[config.mk]
export PLATFORM = sky130hd
export DESIGN_NAME = pors_seq
export DESIGN_NICKNAME = d
export VERILOG_FILES = /design/src/pors_pkg.sv /design/src/pors_sync.sv /design/src/pors_seq.sv
export SDC_FILE = /design/constraint.sdc
export NUM_CORES = 1
export LEC_CHECK = 0
export BUFFER_PORTS_ARGS = -buffer_cell sky130_fd_sc_hd__buf_2
export CAP_MARGIN = 10
export CORE_MARGIN = 5
export CORE_UTILIZATION = 54
export CTS_BUF_LIST = sky130_fd_sc_hd__clkbuf_8
export DETAILED_ROUTE_END_ITERATION = 16
export HOLD_SLACK_MARGIN = 0.12
export PLACE_DENSITY = 0.78
export SLEW_MARGIN = 20
export SYNTH_ARGS = -nofsm -noshare
export SYNTH_HDL_FRONTEND = slang
export SYNTH_SLANG_ARGS = --single-unit
[constraint.sdc]
create_clock -name clk -period 2.7 [get_ports clk]
set_input_delay 0.54 -clock clk [delete_from_list [all_inputs] [get_ports clk]]
set_output_delay 0.54 -clock clk [all_outputs]
set_load 0.02 [all_outputs]
[src/pors_pkg.sv]
// Shared constants and types for the power-on reset sequencer.
// Assumes a single reference clock drives every flip-flop of the block.
package pors_pkg;

   // Counter width: enough for the longest release delay
   localparam int unsigned CNT_W        = 18;
   localparam int unsigned WORD_W       = 32;
   localparam int unsigned STRAP_W      = 17;
   localparam int unsigned SRC_W        = 3;
   localparam int unsigned RNG_W        = 2;
   localparam int unsigned SYNC_W       = 23;

   // Release delays in reference-clock cycles
   localparam int unsigned HR_STRAP_LO  = 15369;
   localparam int unsigned HR_STRAP_HI  = 34825;
   localparam int unsigned HR_I2C_R0    = 92545;
   localparam int unsigned HR_I2C_R1    = 107435;
   localparam int unsigned HR_I2C_R2    = 124208;
   localparam int unsigned HR_I2C_R3    = 157880;
   localparam logic [CNT_W-1:0] SR_DELAY = 18'h00010;
   localparam logic [CNT_W-1:0] POR_MIN  = 18'h00020;

   // Configuration source select encodings
   localparam logic [SRC_W-1:0] SRC_STRAP = 3'h0;
   localparam logic [SRC_W-1:0] SRC_HARD  = 3'h1;
   localparam logic [SRC_W-1:0] SRC_I2C   = 3'h2;

   // Clock range encodings: 0 below 44, 1 44-66, 2 66-100, 3 100-133 MHz
   localparam logic [RNG_W-1:0] RNG_HI_MIN = 2'h2;

   // Reset values of the sampled configuration and the stored word
   localparam logic [WORD_W-1:0] WORD_RST  = 32'h0000_0000;

   // Strap bundle sampled during power-on reset
   typedef struct packed {
      logic [SRC_W-1:0]   src;
      logic [STRAP_W-1:0] value;
      logic [RNG_W-1:0]   clkRange;
      logic               eepromLoad;
   } pors_cfg_s;

   localparam pors_cfg_s CFG_RST = '0;

   // One-hot sequencer states
   typedef enum logic [3:0] {
      ST_POR  = 4'h1,
      ST_HARD = 4'h2,
      ST_SOFT = 4'h4,
      ST_RUN  = 4'h8
   } pors_state_e;

endpackage

[src/pors_sync.sv]
// Three-stage input synchroniser with agreement filter.
// Assumes the input is asynchronous to clk; output changes only once
// the second and third stages agree.
`timescale 1ns/1ps
module pors_sync
   import pors_pkg::*;
#(
   parameter int unsigned W               = 1,
   parameter logic [W-1:0] RST_VAL        = '0
)(
   input  wire logic         clk,
   input  wire logic         rst_n,
   input  wire logic         ce,
   input  wire logic [W-1:0] d,
   output logic      [W-1:0] q
);

   logic [W-1:0] s1R;
   logic [W-1:0] s2R;
   logic [W-1:0] s3R;
   logic [W-1:0] q_r;

   ////////////////////////////////////////////////////////////////////////
   // First stage feeds only the second; the filter looks at stages 2 and 3
   always_ff @(posedge clk)
   begin
      if (!rst_n)
      begin
         s1R <= RST_VAL;
         s2R <= RST_VAL;
         s3R <= RST_VAL;
         q_r <= RST_VAL;
      end
      else if (ce)
      begin
         s1R <= d;
         s2R <= s1R;
         s3R <= s2R;
         if (s2R == s3R)
            q_r <= s3R;  // Per-bit glitches are rejected as a whole word
      end
   end

   assign q = q_r;

endmodule

[src/pors_seq.sv]
// Power-on reset sequencer: strap sampling, config word source, and
// timed release of the open-drain hard and soft reset pins.
// Assumes clk is the reference clock and the board drives power_on_reset_n.
//
// Notes on behaviour
// RL1: Board holds power-on reset low at least 32 reference cycles.
// RL2: Config word comes from I2C EEPROM, strap pins, or built-in value.
// RL3: Sample 3-bit source select and 17-bit strap value during power-on reset.
// RL4: Board keeps clock-range strap valid through power-on and hard reset.
// RL5: EEPROM-load strap always valid; also latched during power-on reset.
// RL6: Strap/built-in: hard release after 15369 or 34825 cycles by clock range.
// RL7: I2C load: hard release after 92545/107435/124208/157880 cycles by range.
// RL8: Soft reset releases 16 cycles after hard reset releases.
// RL9: Soft reset held while hard reset held; both pins open-drain.
// RL10: Straps, source and word taken only on power-on reset. The code reads the live clock-range strap on a pin hard reset.
// RL11: One reference-clock counter; terminal count from source and range.
`timescale 1ns/1ps
module pors_seq
   import pors_pkg::*;
#(
   parameter int unsigned      HR_STRAP_LO_C = HR_STRAP_LO,
   parameter int unsigned      HR_STRAP_HI_C = HR_STRAP_HI,
   parameter int unsigned      HR_I2C_R0_C   = HR_I2C_R0,
   parameter int unsigned      HR_I2C_R1_C   = HR_I2C_R1,
   parameter int unsigned      HR_I2C_R2_C   = HR_I2C_R2,
   parameter int unsigned      HR_I2C_R3_C   = HR_I2C_R3,
   parameter logic [WORD_W-1:0] HARD_WORD    = 32'h0000_0000
)(
   input  wire logic              clk,
   input  wire logic              rst_n,
   input  wire logic              ce,
   input  wire logic              power_on_reset_n,
   input  wire logic [SRC_W-1:0]  config_word_source_sel,
   input  wire logic [STRAP_W-1:0] config_strap_value,
   input  wire logic [RNG_W-1:0]  clock_range_strap,
   input  wire logic              eeprom_load_strap,
   input  wire logic              hardResetIn,
   output logic                   hardResetOut,
   output logic                   hardResetOe,
   input  wire logic              softResetIn,
   output logic                   softResetOut,
   output logic                   softResetOe,
   output logic                   i2cLoadReq,
   input  wire logic [WORD_W-1:0] i2cWord,
   input  wire logic              i2cWordValid,
   output logic [WORD_W-1:0]      startup_config_word,
   output logic                   configValid,
   output pors_cfg_s              sampledCfg,
   output logic                   porTooShort,
   output logic                   extSoftReset
);

   pors_cfg_s       strapSync;
   logic [2:0]      pinSync;
   logic            porLow;
   pors_state_e     state_r;
   logic [CNT_W-1:0] cnt_r;
   logic [CNT_W-1:0] term_r;
   logic [CNT_W-1:0] porCnt_r;
   pors_cfg_s       cfg_r;
   logic [WORD_W-1:0] word_r;
   logic            wordValid_r;
   logic            tooShort_r;
   logic            extHard_r;
   logic [CNT_W-1:0] hwCnt;

   // Terminal count from source and clock range
   function automatic logic [CNT_W-1:0] termSel(input logic [SRC_W-1:0] s,
                                                input logic [RNG_W-1:0] r);
      logic [CNT_W-1:0] t;
      t = CNT_W'(HR_STRAP_LO_C);
      if (s == SRC_I2C)
      begin
         case (r)
            2'h0:    t = CNT_W'(HR_I2C_R0_C);
            2'h1:    t = CNT_W'(HR_I2C_R1_C);
            2'h2:    t = CNT_W'(HR_I2C_R2_C);
            default: t = CNT_W'(HR_I2C_R3_C);
         endcase
      end
      else if (r >= RNG_HI_MIN)
         t = CNT_W'(HR_STRAP_HI_C);
      return t;
   endfunction

   ////////////////////////////////////////////////////////////////////////
   // Pin synchronisers; reset pins start as asserted / released
   pors_sync #(.W(SYNC_W), .RST_VAL('0)) uStrapSync
   (
      .clk   (clk),
      .rst_n (rst_n),
      .ce    (ce),
      .d     ({config_word_source_sel, config_strap_value,
               clock_range_strap, eeprom_load_strap}),
      .q     (strapSync)
   );

   pors_sync #(.W(3), .RST_VAL(3'h6)) uPinSync
   (
      .clk   (clk),
      .rst_n (rst_n),
      .ce    (ce),
      .d     ({hardResetIn, softResetIn, power_on_reset_n}),
      .q     (pinSync)
   );

   assign porLow = !pinSync[0];

   ////////////////////////////////////////////////////////////////////////
   // Sequencer state and the single delay counter
   always_ff @(posedge clk)
   begin
      if (!rst_n)
      begin
         state_r <= ST_POR;
         cnt_r   <= '0;
         term_r  <= '0;
      end
      else if (ce)
      begin
         if (porLow)
         begin
            state_r <= ST_POR;  // Power-on reset restarts from any state
            cnt_r   <= '0;
         end
         else
         begin
            case (state_r)
               ST_POR:
               begin
                  state_r <= ST_HARD;
                  cnt_r   <= '0;
                  term_r  <= termSel(cfg_r.src, cfg_r.clkRange); // RL6 RL7 RL11
               end
               ST_HARD:
               begin
                  if (cnt_r == term_r - 1'b1) // RL11
                  begin
                     state_r <= ST_SOFT;
                     cnt_r   <= '0;
                  end
                  else
                     cnt_r <= cnt_r + 1'b1;
               end
               ST_SOFT:
               begin
                  if (cnt_r == SR_DELAY - 1'b1) // RL8
                     state_r <= ST_RUN;
                  cnt_r <= cnt_r + 1'b1;
               end
               ST_RUN:
               begin
                  // External hard reset reruns the strap timing at the live clock-range strap;
                  // only watched here so our own release edge is not seen
                  if (!pinSync[2])
                  begin
                     state_r <= ST_HARD;
                     cnt_r   <= '0;
                     term_r  <= termSel(SRC_STRAP, strapSync.clkRange); // RL10
                  end
               end
               default:
               begin
                  state_r <= ST_POR;
                  cnt_r   <= '0;
               end
            endcase
         end
      end
   end

   ////////////////////////////////////////////////////////////////////////
   // Strap capture: only while power-on reset is held low
   always_ff @(posedge clk)
   begin
      if (!rst_n)
         cfg_r <= CFG_RST;
      else if (ce && porLow)
         cfg_r <= strapSync;  // RL3 RL5 RL10
   end

   ////////////////////////////////////////////////////////////////////////
   // Config word: built from the chosen source, written once per power-on
   always_ff @(posedge clk)
   begin
      if (!rst_n)
      begin
         word_r      <= WORD_RST;
         wordValid_r <= 1'b0;
      end
      else if (ce)
      begin
         if (porLow)
         begin
            word_r      <= WORD_RST;
            wordValid_r <= 1'b0;
         end
         else if (state_r == ST_POR)
         begin
            // RL2
            if (cfg_r.src == SRC_STRAP)
            begin
               word_r      <= WORD_W'(cfg_r.value);
               wordValid_r <= 1'b1;
            end
            else if (cfg_r.src != SRC_I2C)
            begin
               word_r      <= HARD_WORD;  // Unused encodings use built-in
               wordValid_r <= 1'b1;
            end
         end
         else if (i2cLoadReq && i2cWordValid)
         begin
            word_r      <= i2cWord;  // RL2
            wordValid_r <= 1'b1;
         end
      end
   end

   ////////////////////////////////////////////////////////////////////////
   // Marks a hard phase rerun by the board pin; only power-on clears it
   always_ff @(posedge clk)
   begin
      if (!rst_n)
         extHard_r <= 1'b0;
      else if (ce)
      begin
         if (porLow)
            extHard_r <= 1'b0;
         else if ((state_r == ST_RUN) && !pinSync[2])
            extHard_r <= 1'b1;
      end
   end

   // Request runs only in the first hard phase after power-on reset
   assign i2cLoadReq = (state_r == ST_HARD) && (cfg_r.src == SRC_I2C)
                       && !wordValid_r && !extHard_r; // RL10

   ////////////////////////////////////////////////////////////////////////
   // Power-on pulse width check; a short pulse is only flagged
   always_ff @(posedge clk)
   begin
      if (!rst_n)
      begin
         porCnt_r   <= '0;
         tooShort_r <= 1'b0;
      end
      else if (ce)
      begin
         if (porLow)
         begin
            if (porCnt_r != POR_MIN)
               porCnt_r <= porCnt_r + 1'b1;
         end
         else
         begin
            porCnt_r <= '0;
            if (state_r == ST_POR)
               tooShort_r <= (porCnt_r != POR_MIN); // RL1
         end
      end
   end

   ////////////////////////////////////////////////////////////////////////
   // Open-drain pins: drive low while asserting, soft covers hard
   assign hardResetOut = 1'b0;
   assign softResetOut = 1'b0;
   assign hardResetOe  = (state_r == ST_POR) || (state_r == ST_HARD);
   assign softResetOe  = hardResetOe || (state_r == ST_SOFT); // RL9

   assign startup_config_word = word_r;
   assign configValid         = wordValid_r;
   assign sampledCfg          = cfg_r;
   assign porTooShort         = tooShort_r;
   assign extSoftReset        = (state_r == ST_RUN) && !pinSync[1];

   ////////////////////////////////////////////////////////////////////////
   // Helper: cycles spent in the hard phase, for the checks below
   always_ff @(posedge clk)
   begin
      if (!rst_n)
         hwCnt <= '0;
      else if (ce)
         hwCnt <= (state_r == ST_HARD) ? hwCnt + 1'b1 : '0;
   end

   a_soft_covers_hard: assert property ( // RL9
      @(posedge clk) disable iff (!rst_n)
      hardResetOe |-> softResetOe)
      else $error("soft reset released while hard reset held");

   a_soft_release_gap: assert property ( // RL8
      @(posedge clk) disable iff (!rst_n || !ce)
      $fell(hardResetOe) |-> ##15 softResetOe ##1 !softResetOe)
      else $error("soft reset not released 16 cycles after hard");

   a_hard_strap_time: assert property ( // RL6
      @(posedge clk) disable iff (!rst_n || !ce)
      $fell(hardResetOe) && (cfg_r.src != SRC_I2C) && !extHard_r
      |-> hwCnt == ((cfg_r.clkRange >= RNG_HI_MIN) ?
                    CNT_W'(HR_STRAP_HI_C) : CNT_W'(HR_STRAP_LO_C)))
      else $error("strap path hard release at wrong count");

   a_hard_i2c_time: assert property ( // RL7
      @(posedge clk) disable iff (!rst_n || !ce)
      $fell(hardResetOe) && (cfg_r.src == SRC_I2C) && configValid
      && !extHard_r
      |-> hwCnt == termSel(SRC_I2C, cfg_r.clkRange))
      else $error("I2C path hard release at wrong count");

   a_hard_ext_time: assert property ( // RL10
      @(posedge clk) disable iff (!rst_n || !ce)
      $fell(hardResetOe) && extHard_r
      |-> hwCnt == termSel(SRC_STRAP, strapSync.clkRange))
      else $error("pin hard reset released at wrong count");

   a_cfg_sample_por: assert property ( // RL3
      @(posedge clk) disable iff (!rst_n)
      ce && porLow |=> cfg_r == $past(strapSync))
      else $error("straps not captured during power-on reset");

   a_cfg_hold_run: assert property ( // RL10
      @(posedge clk) disable iff (!rst_n)
      !porLow && $past(!porLow) |-> $stable(cfg_r))
      else $error("configuration changed outside power-on reset");

   a_word_strap_src: assert property ( // RL2
      @(posedge clk) disable iff (!rst_n)
      configValid && (cfg_r.src == SRC_STRAP)
      |-> startup_config_word == WORD_W'(cfg_r.value))
      else $error("strap-sourced word differs from sampled straps");

   a_eeprom_latched: assert property ( // RL5
      @(posedge clk) disable iff (!rst_n)
      i2cLoadReq |-> (sampledCfg.eepromLoad == strapSync.eepromLoad)
                     && $stable(sampledCfg.eepromLoad))
      else $error("EEPROM strap moved during load");

   a_count_bounded: assert property ( // RL11
      @(posedge clk) disable iff (!rst_n)
      (state_r == ST_HARD) |-> (cnt_r < term_r) && (hwCnt == cnt_r))
      else $error("delay counter passed its terminal count");

endmodule

==> metrics.cfg, run 1 <==
[synthesis]
yosys.area_share.adder_pct = 1.61
ys_dominant_reg_cell = dfxtp_1
synthSimpleGateAreaFrac_pct = 19.9
yosysWarnings = 0
synth-seq-cells = 216
synth_top_family_by_area = simple AND/OR/NAND/NOR gates
synth_edf_count = 0
synth_mux_area_share_pct = 11.8
synthXorXnorAreaFrac_pct = 5.90
syn_inst = 1031
synthDistinctLibCells = 55
seq_area_frac_synth_pct = 46.2
async_flop_share_pct = 0
syn_area_um2 = 9350
syn_avg_cell_area_um2 = 9.07
synth_compound_area_share_pct = 10.7

[run]
maxCapViolations = 0

[die]
io_pins = 125
num_rows = 48
core_um2 = 17100
start_util_pct = 54.6
dieArea_um2 = 20000
dieHeight_um = 142
die_width_um = 142

[global_route]
overflow = 0
grt_use_total_pct = 21.3
grt_start_max_net_pins = 168
grt_pass1_wl_mm = 35.8
grt_pass1_vias = 7255
antenna_found_initial = 0

[detailed_routing]
drtAntennaViolNets = 0
firstDrtPassIters = 5
vias_per_cell = 5.48
vias = 7726
drc = 0
first_iter_violations = 528
drt-total-wl_mm = 22.0
wl_per_cell_um = 15.6

[finish]
layout-drive-gt1-share_pct = 21.2
fill_cells = 1367
seq_area_um2 = 4330
layout_commonest_cell = dfxtp_1
area_growth_pct = 19.2
layout_common_cells = dfxtp_1, nor2_1, buf_2
fin_area_um2 = 11100
antennaDiodeCount = 0
multi_input_area_um2 = 4860
nNetsFinal = 1237

[worst_setup_path]
crit_chain = inv_2, ha_4, or4b_4, nor4_4, mux2i_1, or4_4, nor4_4, buf_4, nor3_4, buf_6, a21oi_2, a31oi_1
crit_fanout = 6
cp_num_buf_inv = 3
crit_top_cell = nor4_4
max_stage_delay_ps = 520
arrival_ps = 3180
crit_path_end_kind = flop
crit_slowest_cell = or4_4
start_kind = flop
path_class = flop to flop
crit_family = simple AND/OR/NAND/NOR gates
required_ps = 3070

[timing]
hold_violations = 0
setup_viol = 18
max_freq_mhz = 356
finalCritPeriodShare_pct = 104
slew-limit-headroom_pct = 35.8
tightest_slew_ps = 964
fin_crit_ps = 2810
slew_viol_final = 0
setup_slack_ps = -106
fin_skew_ps = 25.0
rsz0062_at_grt = true

[clock_network]
clk_pin_slew_worst_paths_ps = 60
numCtsBuffers = 35
hold_buffers = 0
cts_root_buf = clkbuf_8
cts.sinks = 216
cts_tree = built
cts.htree.levels = 2
clock_latency_ps = 530
clock_path_buffers = 3

[power]
leakagePower_nw = 4.93
powerDensity_nw_per_um2 = 567
peakVddDrop_v = 0.000458

[placement]
port_buffers = 122
hpwl_mm = 14.7
place_area_um2 = 10300
gp_congestion = 0.855
place_ws_ps = -172

[status]
violations = setup timing
status = finished with violations

[worst_hold_path]
min_path_type = input pin to flop

-- kinds of logic after synthesis --
logic type | count (synthesis)
AND/OR/NAND/NOR | 396
AO/OA/AOI/OAI | 149
XOR/XNOR | 63
flip-flops | 216
multiplexers | 110
other | 1
adder cells (fa/ha/maj) | 12
buffers and inverters | 84
-- sequential cells by signal, summed over array words and instances, names as in the netlist, 4 cells and up --
register,count
startup_config_word,32
sampledCfg,23
uStrapSync.q,23
uStrapSync.s1R,23
uStrapSync.s2R,23
uStrapSync.s3R,23
cnt_r,18
porCnt_r,18
term_r,14
state_r,4
-- worst register-to-register path, stage by stage, from the launching register on --
cell	delay (ps)
dfxtp_2	320
inv_2	70
ha_4	140
or4b_4	490
nor4_4	240
mux2i_1	110
or4_4	520
nor4_4	210
buf_4	190
nor3_4	60
buf_6	150
a21oi_2	110
a31oi_1	60
-- metal layers --
metal	wire, um	global-route usage, %	vias to the layer above
li1	-	-	3835
met1	10300	30.2	3627
met4	573	7.53	0
met5	0	0	-
met2	9830	32.6	219
met3	1270	3.91	45
-- power by group --
| part | internal [W] | switching (W) |
|---|---|---|
| clock | 0.00144 | 0.00124 |
| sequential | 0.00324 | 0.0000412 |
| combinational | 0.000157 | 0.000213 |
-- metrics by stage --
stage / hold slack [ps] / utilization (%) / setup TNS, ps / total power [W] / std cells
after floorplan: 432 / - / -333 / 0.00361 / 1032
after global placement: 444 / 60.0 / -940 / 0.00370 / 1346
after detailed placement: 446 / 60.0 / -2430 / 0.00371 / 1346
after CTS: 230 / 64.5 / -629 / 0.00639 / 1407
after global routing: 237 / 65.1 / -3550 / 0.00659 / 1409
final: 246 / 65.1 / -1220 / 0.00632 / 1409
-- path summary, 6_finish.rpt --
check,end,slack [ps],cells after the start,start
worst max-delay path,cnt_r[11],-110,12,term_r[0]
worst min-delay path,uStrapSync.s1R[10],250,3,config_strap_value[7]
worst max register to register,cnt_r[11],-110,12,term_r[0]
worst min register to register,sampledCfg[3],450,2,uStrapSync.q[3]
-- final cells by class --
class,count,area share (%)
flip-flops and latches,216,38.8
multi-input cells,733,43.6
clock inverters,15,0.629
clock buffers,43,5.31
well taps,225,2.53
inverters,16,0.561
repair buffers,161,8.52
-- synthesized netlist by cell type, types with 4 or more instances --
cell | n | share of area [%]
nor2b_1 | 5 | 0.33
mux2i_1 | 109 | 12
dfxtp_1 | 216 | 46
ha_1 | 12 | 1.6
o21ai_0 | 15 | 0.80
and3_1 | 15 | 1.0
a22oi_1 | 34 | 2.7
buf_2 | 5 | 0.27
nor2_1 | 181 | 7.3
nor3_1 | 17 | 0.91
nand3_1 | 20 | 1.1
nor4_1 | 14 | 0.94
xnor2_1 | 26 | 2.4
nand2b_1 | 16 | 1.1
a211oi_1 | 4 | 0.32
inv_1 | 15 | 0.60
clkbuf_1 | 54 | 2.2
a31oi_1 | 9 | 0.60
nand2_1 | 78 | 3.1
nand4_1 | 15 | 1.0
xor2_1 | 37 | 3.5
a21oi_1 | 47 | 2.5
and2_1 | 8 | 0.54
nor4b_1 | 5 | 0.47
o22ai_1 | 6 | 0.40
a22o_1 | 21 | 2.0
-- what timing repair did --
item	4_1_cts	5_1_grt
resized for setup	22	20
cloned	1	0
buffers inserted	3	4
pin swaps	13	9
setup endpoints to repair	21	23
Power figures use the tool's default switching activity.
==> run 2: changes to the inputs <==
SKIP_LAST_GASP = 1   (was unset)
==> run 2 against run 1 <==
Via count increased by 0.22%. Final cell count did not move. Largest cell class unchanged. The run still ends with setup timing left. Hold slack got worse by 0.77 ps. Clock skew barely moved. Combinational power hardly changed. Setup slack improved by 36 ps. Global-route usage did not move. Die area did not move. Clock power about the same. Register-to-register slack improved by 40 ps. Maximum frequency grew 1.3%.
==> metrics.cfg, run 2 (same netlist as run 1, synthesis figures left out) <==
[clock_network]
hold_buffers = 0
numCtsBuffers = 35
cts.htree.levels = 2
clock_path_buffers = 3
cts_tree = built
clock_latency_ps = 530
cts.sinks = 216
cts_root_buf = clkbuf_8
clk_pin_slew_worst_paths_ps = 60

[finish]
layout-drive-gt1-share_pct = 20.6
multi_input_area_um2 = 4840
layout_common_cells = dfxtp_1, nor2_1, buf_2
layout_commonest_cell = dfxtp_1
area_growth_pct = 18.9
seq_area_um2 = 4330
antennaDiodeCount = 0
nNetsFinal = 1237
fill_cells = 1368
fin_area_um2 = 11100
largest_reg_flops = 32

[global_route]
grt_pass1_vias = 7237
top_usage_layer = met2
antenna_found_initial = 0
overflow = 0
grt_util_met3_pct = 3.88
grt_use_total_pct = 21.3
grt_pass1_wl_mm = 35.8
use_met2_pct = 32.6
use_met1_pct = 30.2
grt_start_max_net_pins = 168

[detailed_routing]
first_iter_violations = 564
drt-total-wl_mm = 21.9
drtAntennaViolNets = 0
wl_per_cell_um = 15.6
drc = 0
vias_per_cell = 5.50
firstDrtPassIters = 5
vias = 7743

[worst_setup_path]
crit_slowest_cell = or4b_4
required_ps = 3140
start_kind = flop
worst-r2r-setup-slack_ps = -70
cp_num_buf_inv = 4
crit_fanout = 5
path_class = flop to flop
crit_start = term_r[0]
arrival_ps = 3210
crit_chain = inv_2, ha_4, or4b_4, buf_6, nor3_4, mux2_4, o311ai_4, nor4_4, buf_6, nor3_4, buf_4, a41oi_2, a31oi_1
crit_family = simple AND/OR/NAND/NOR gates
max_stage_delay_ps = 490
crit_path_end_kind = flop
rr_startpoint = term_r[0]

[power]
peakVddDrop_v = 0.000458
powerDensity_nw_per_um2 = 568
leakagePower_nw = 4.93

[placement]
hpwl_mm = 14.7
port_buffers = 122
gp_congestion = 0.855
place_ws_ps = -172
place_area_um2 = 10300

[timing]
tightest_slew_ps = 962
fin_skew_ps = 25.5
max_freq_mhz = 361
setup_viol = 11
whs_ps = 245
rsz0062_at_grt = true
fin_crit_ps = 2770
slew_viol_final = 0
setup_slack_ps = -69.6
slew-limit-headroom_pct = 35.9
hold_violations = 0
finalCritPeriodShare_pct = 103

[die]
core_um2 = 17100
die_width_um = 142
start_util_pct = 54.6
num_rows = 48
io_pins = 125
dieArea_um2 = 20000
dieHeight_um = 142

[run]
maxCapViolations = 0

[worst_hold_path]
min_path_type = input pin to flop
hp-start = config_strap_value[7]

[status]
violations = setup timing
status = finished with violations

run 2: changes by cell type in the layout (fill, tap and decap cells not counted):
cell,previous run,this run
nor2_2,1,2
o21ai_1,3,1
a21oi_1,40,45
nor3b_2,1,0
nor3_1,14,15
buf_4,33,32
buf_6,5,6
nor2_4,1,0
o21ai_0,12,14
nor3b_4,0,1
o2bb2ai_2,1,0
o2bb2ai_1,0,1
nor3_2,2,1
a21oi_2,7,2
run 2: power by group:
part	leakage, nW	internal, W	switching, W	total, W
Combinational	2.80	0.000157	0.000212	0.000369
Clock	0.382	0.00144	0.00124	0.00267
Sequential	1.75	0.00324	0.0000411	0.00328
run 2: area by class of cell:
type | count | area share (%)
sequential | 216 | 38.9
clock inverter | 15 | 0.630
timing repair buffer | 161 | 8.57
inverter | 16 | 0.562
tap | 225 | 2.53
clock buffer | 43 | 5.32
multi-input combinational | 733 | 43.5
run 2: stage by stage:
stage / TNS [ps] / util, % / total power, W / std cells
3_3_place_gp: -940 / 60.0 / 0.00370 / 1346
3_5_place_dp: -2430 / 60.0 / 0.00371 / 1346
2_1_floorplan: -333 / - / 0.00361 / 1032
5_1_grt: -1920 / 65.0 / 0.00659 / 1409
4_1_cts: -752 / 64.5 / 0.00639 / 1407
6_report: -402 / 65.0 / 0.00632 / 1409
run 2: worst min-delay path, stage by stage:
cell	delay, ps
buf_2	70
mux2i_1	50
nor2_1	70
run 2: worst paths after layout:
kind,cells past startpoint,to
setup reg to reg,13,cnt_r[17]
hold reg to reg,2,sampledCfg[3]
hold / removal,3,uStrapSync.s1R[10]
setup / recovery,13,cnt_r[17]
run 2: routing by layer:
layer	wire (um)	up-vias	part of all wire, %
li1	-	3841	-
met3	1370	44	6.3
met1	10100	3631	46
met2	9890	227	45
met4	539	0	2.5
met5	0	-	0
run 2: repair_timing:
action | in CTS | in global routing
resized for setup | 19 | 15
setup endpoints to repair | 21 | 23
setup buffers | 3 | 4
pin swaps | 8 | 11
gates cloned | 1 | 0
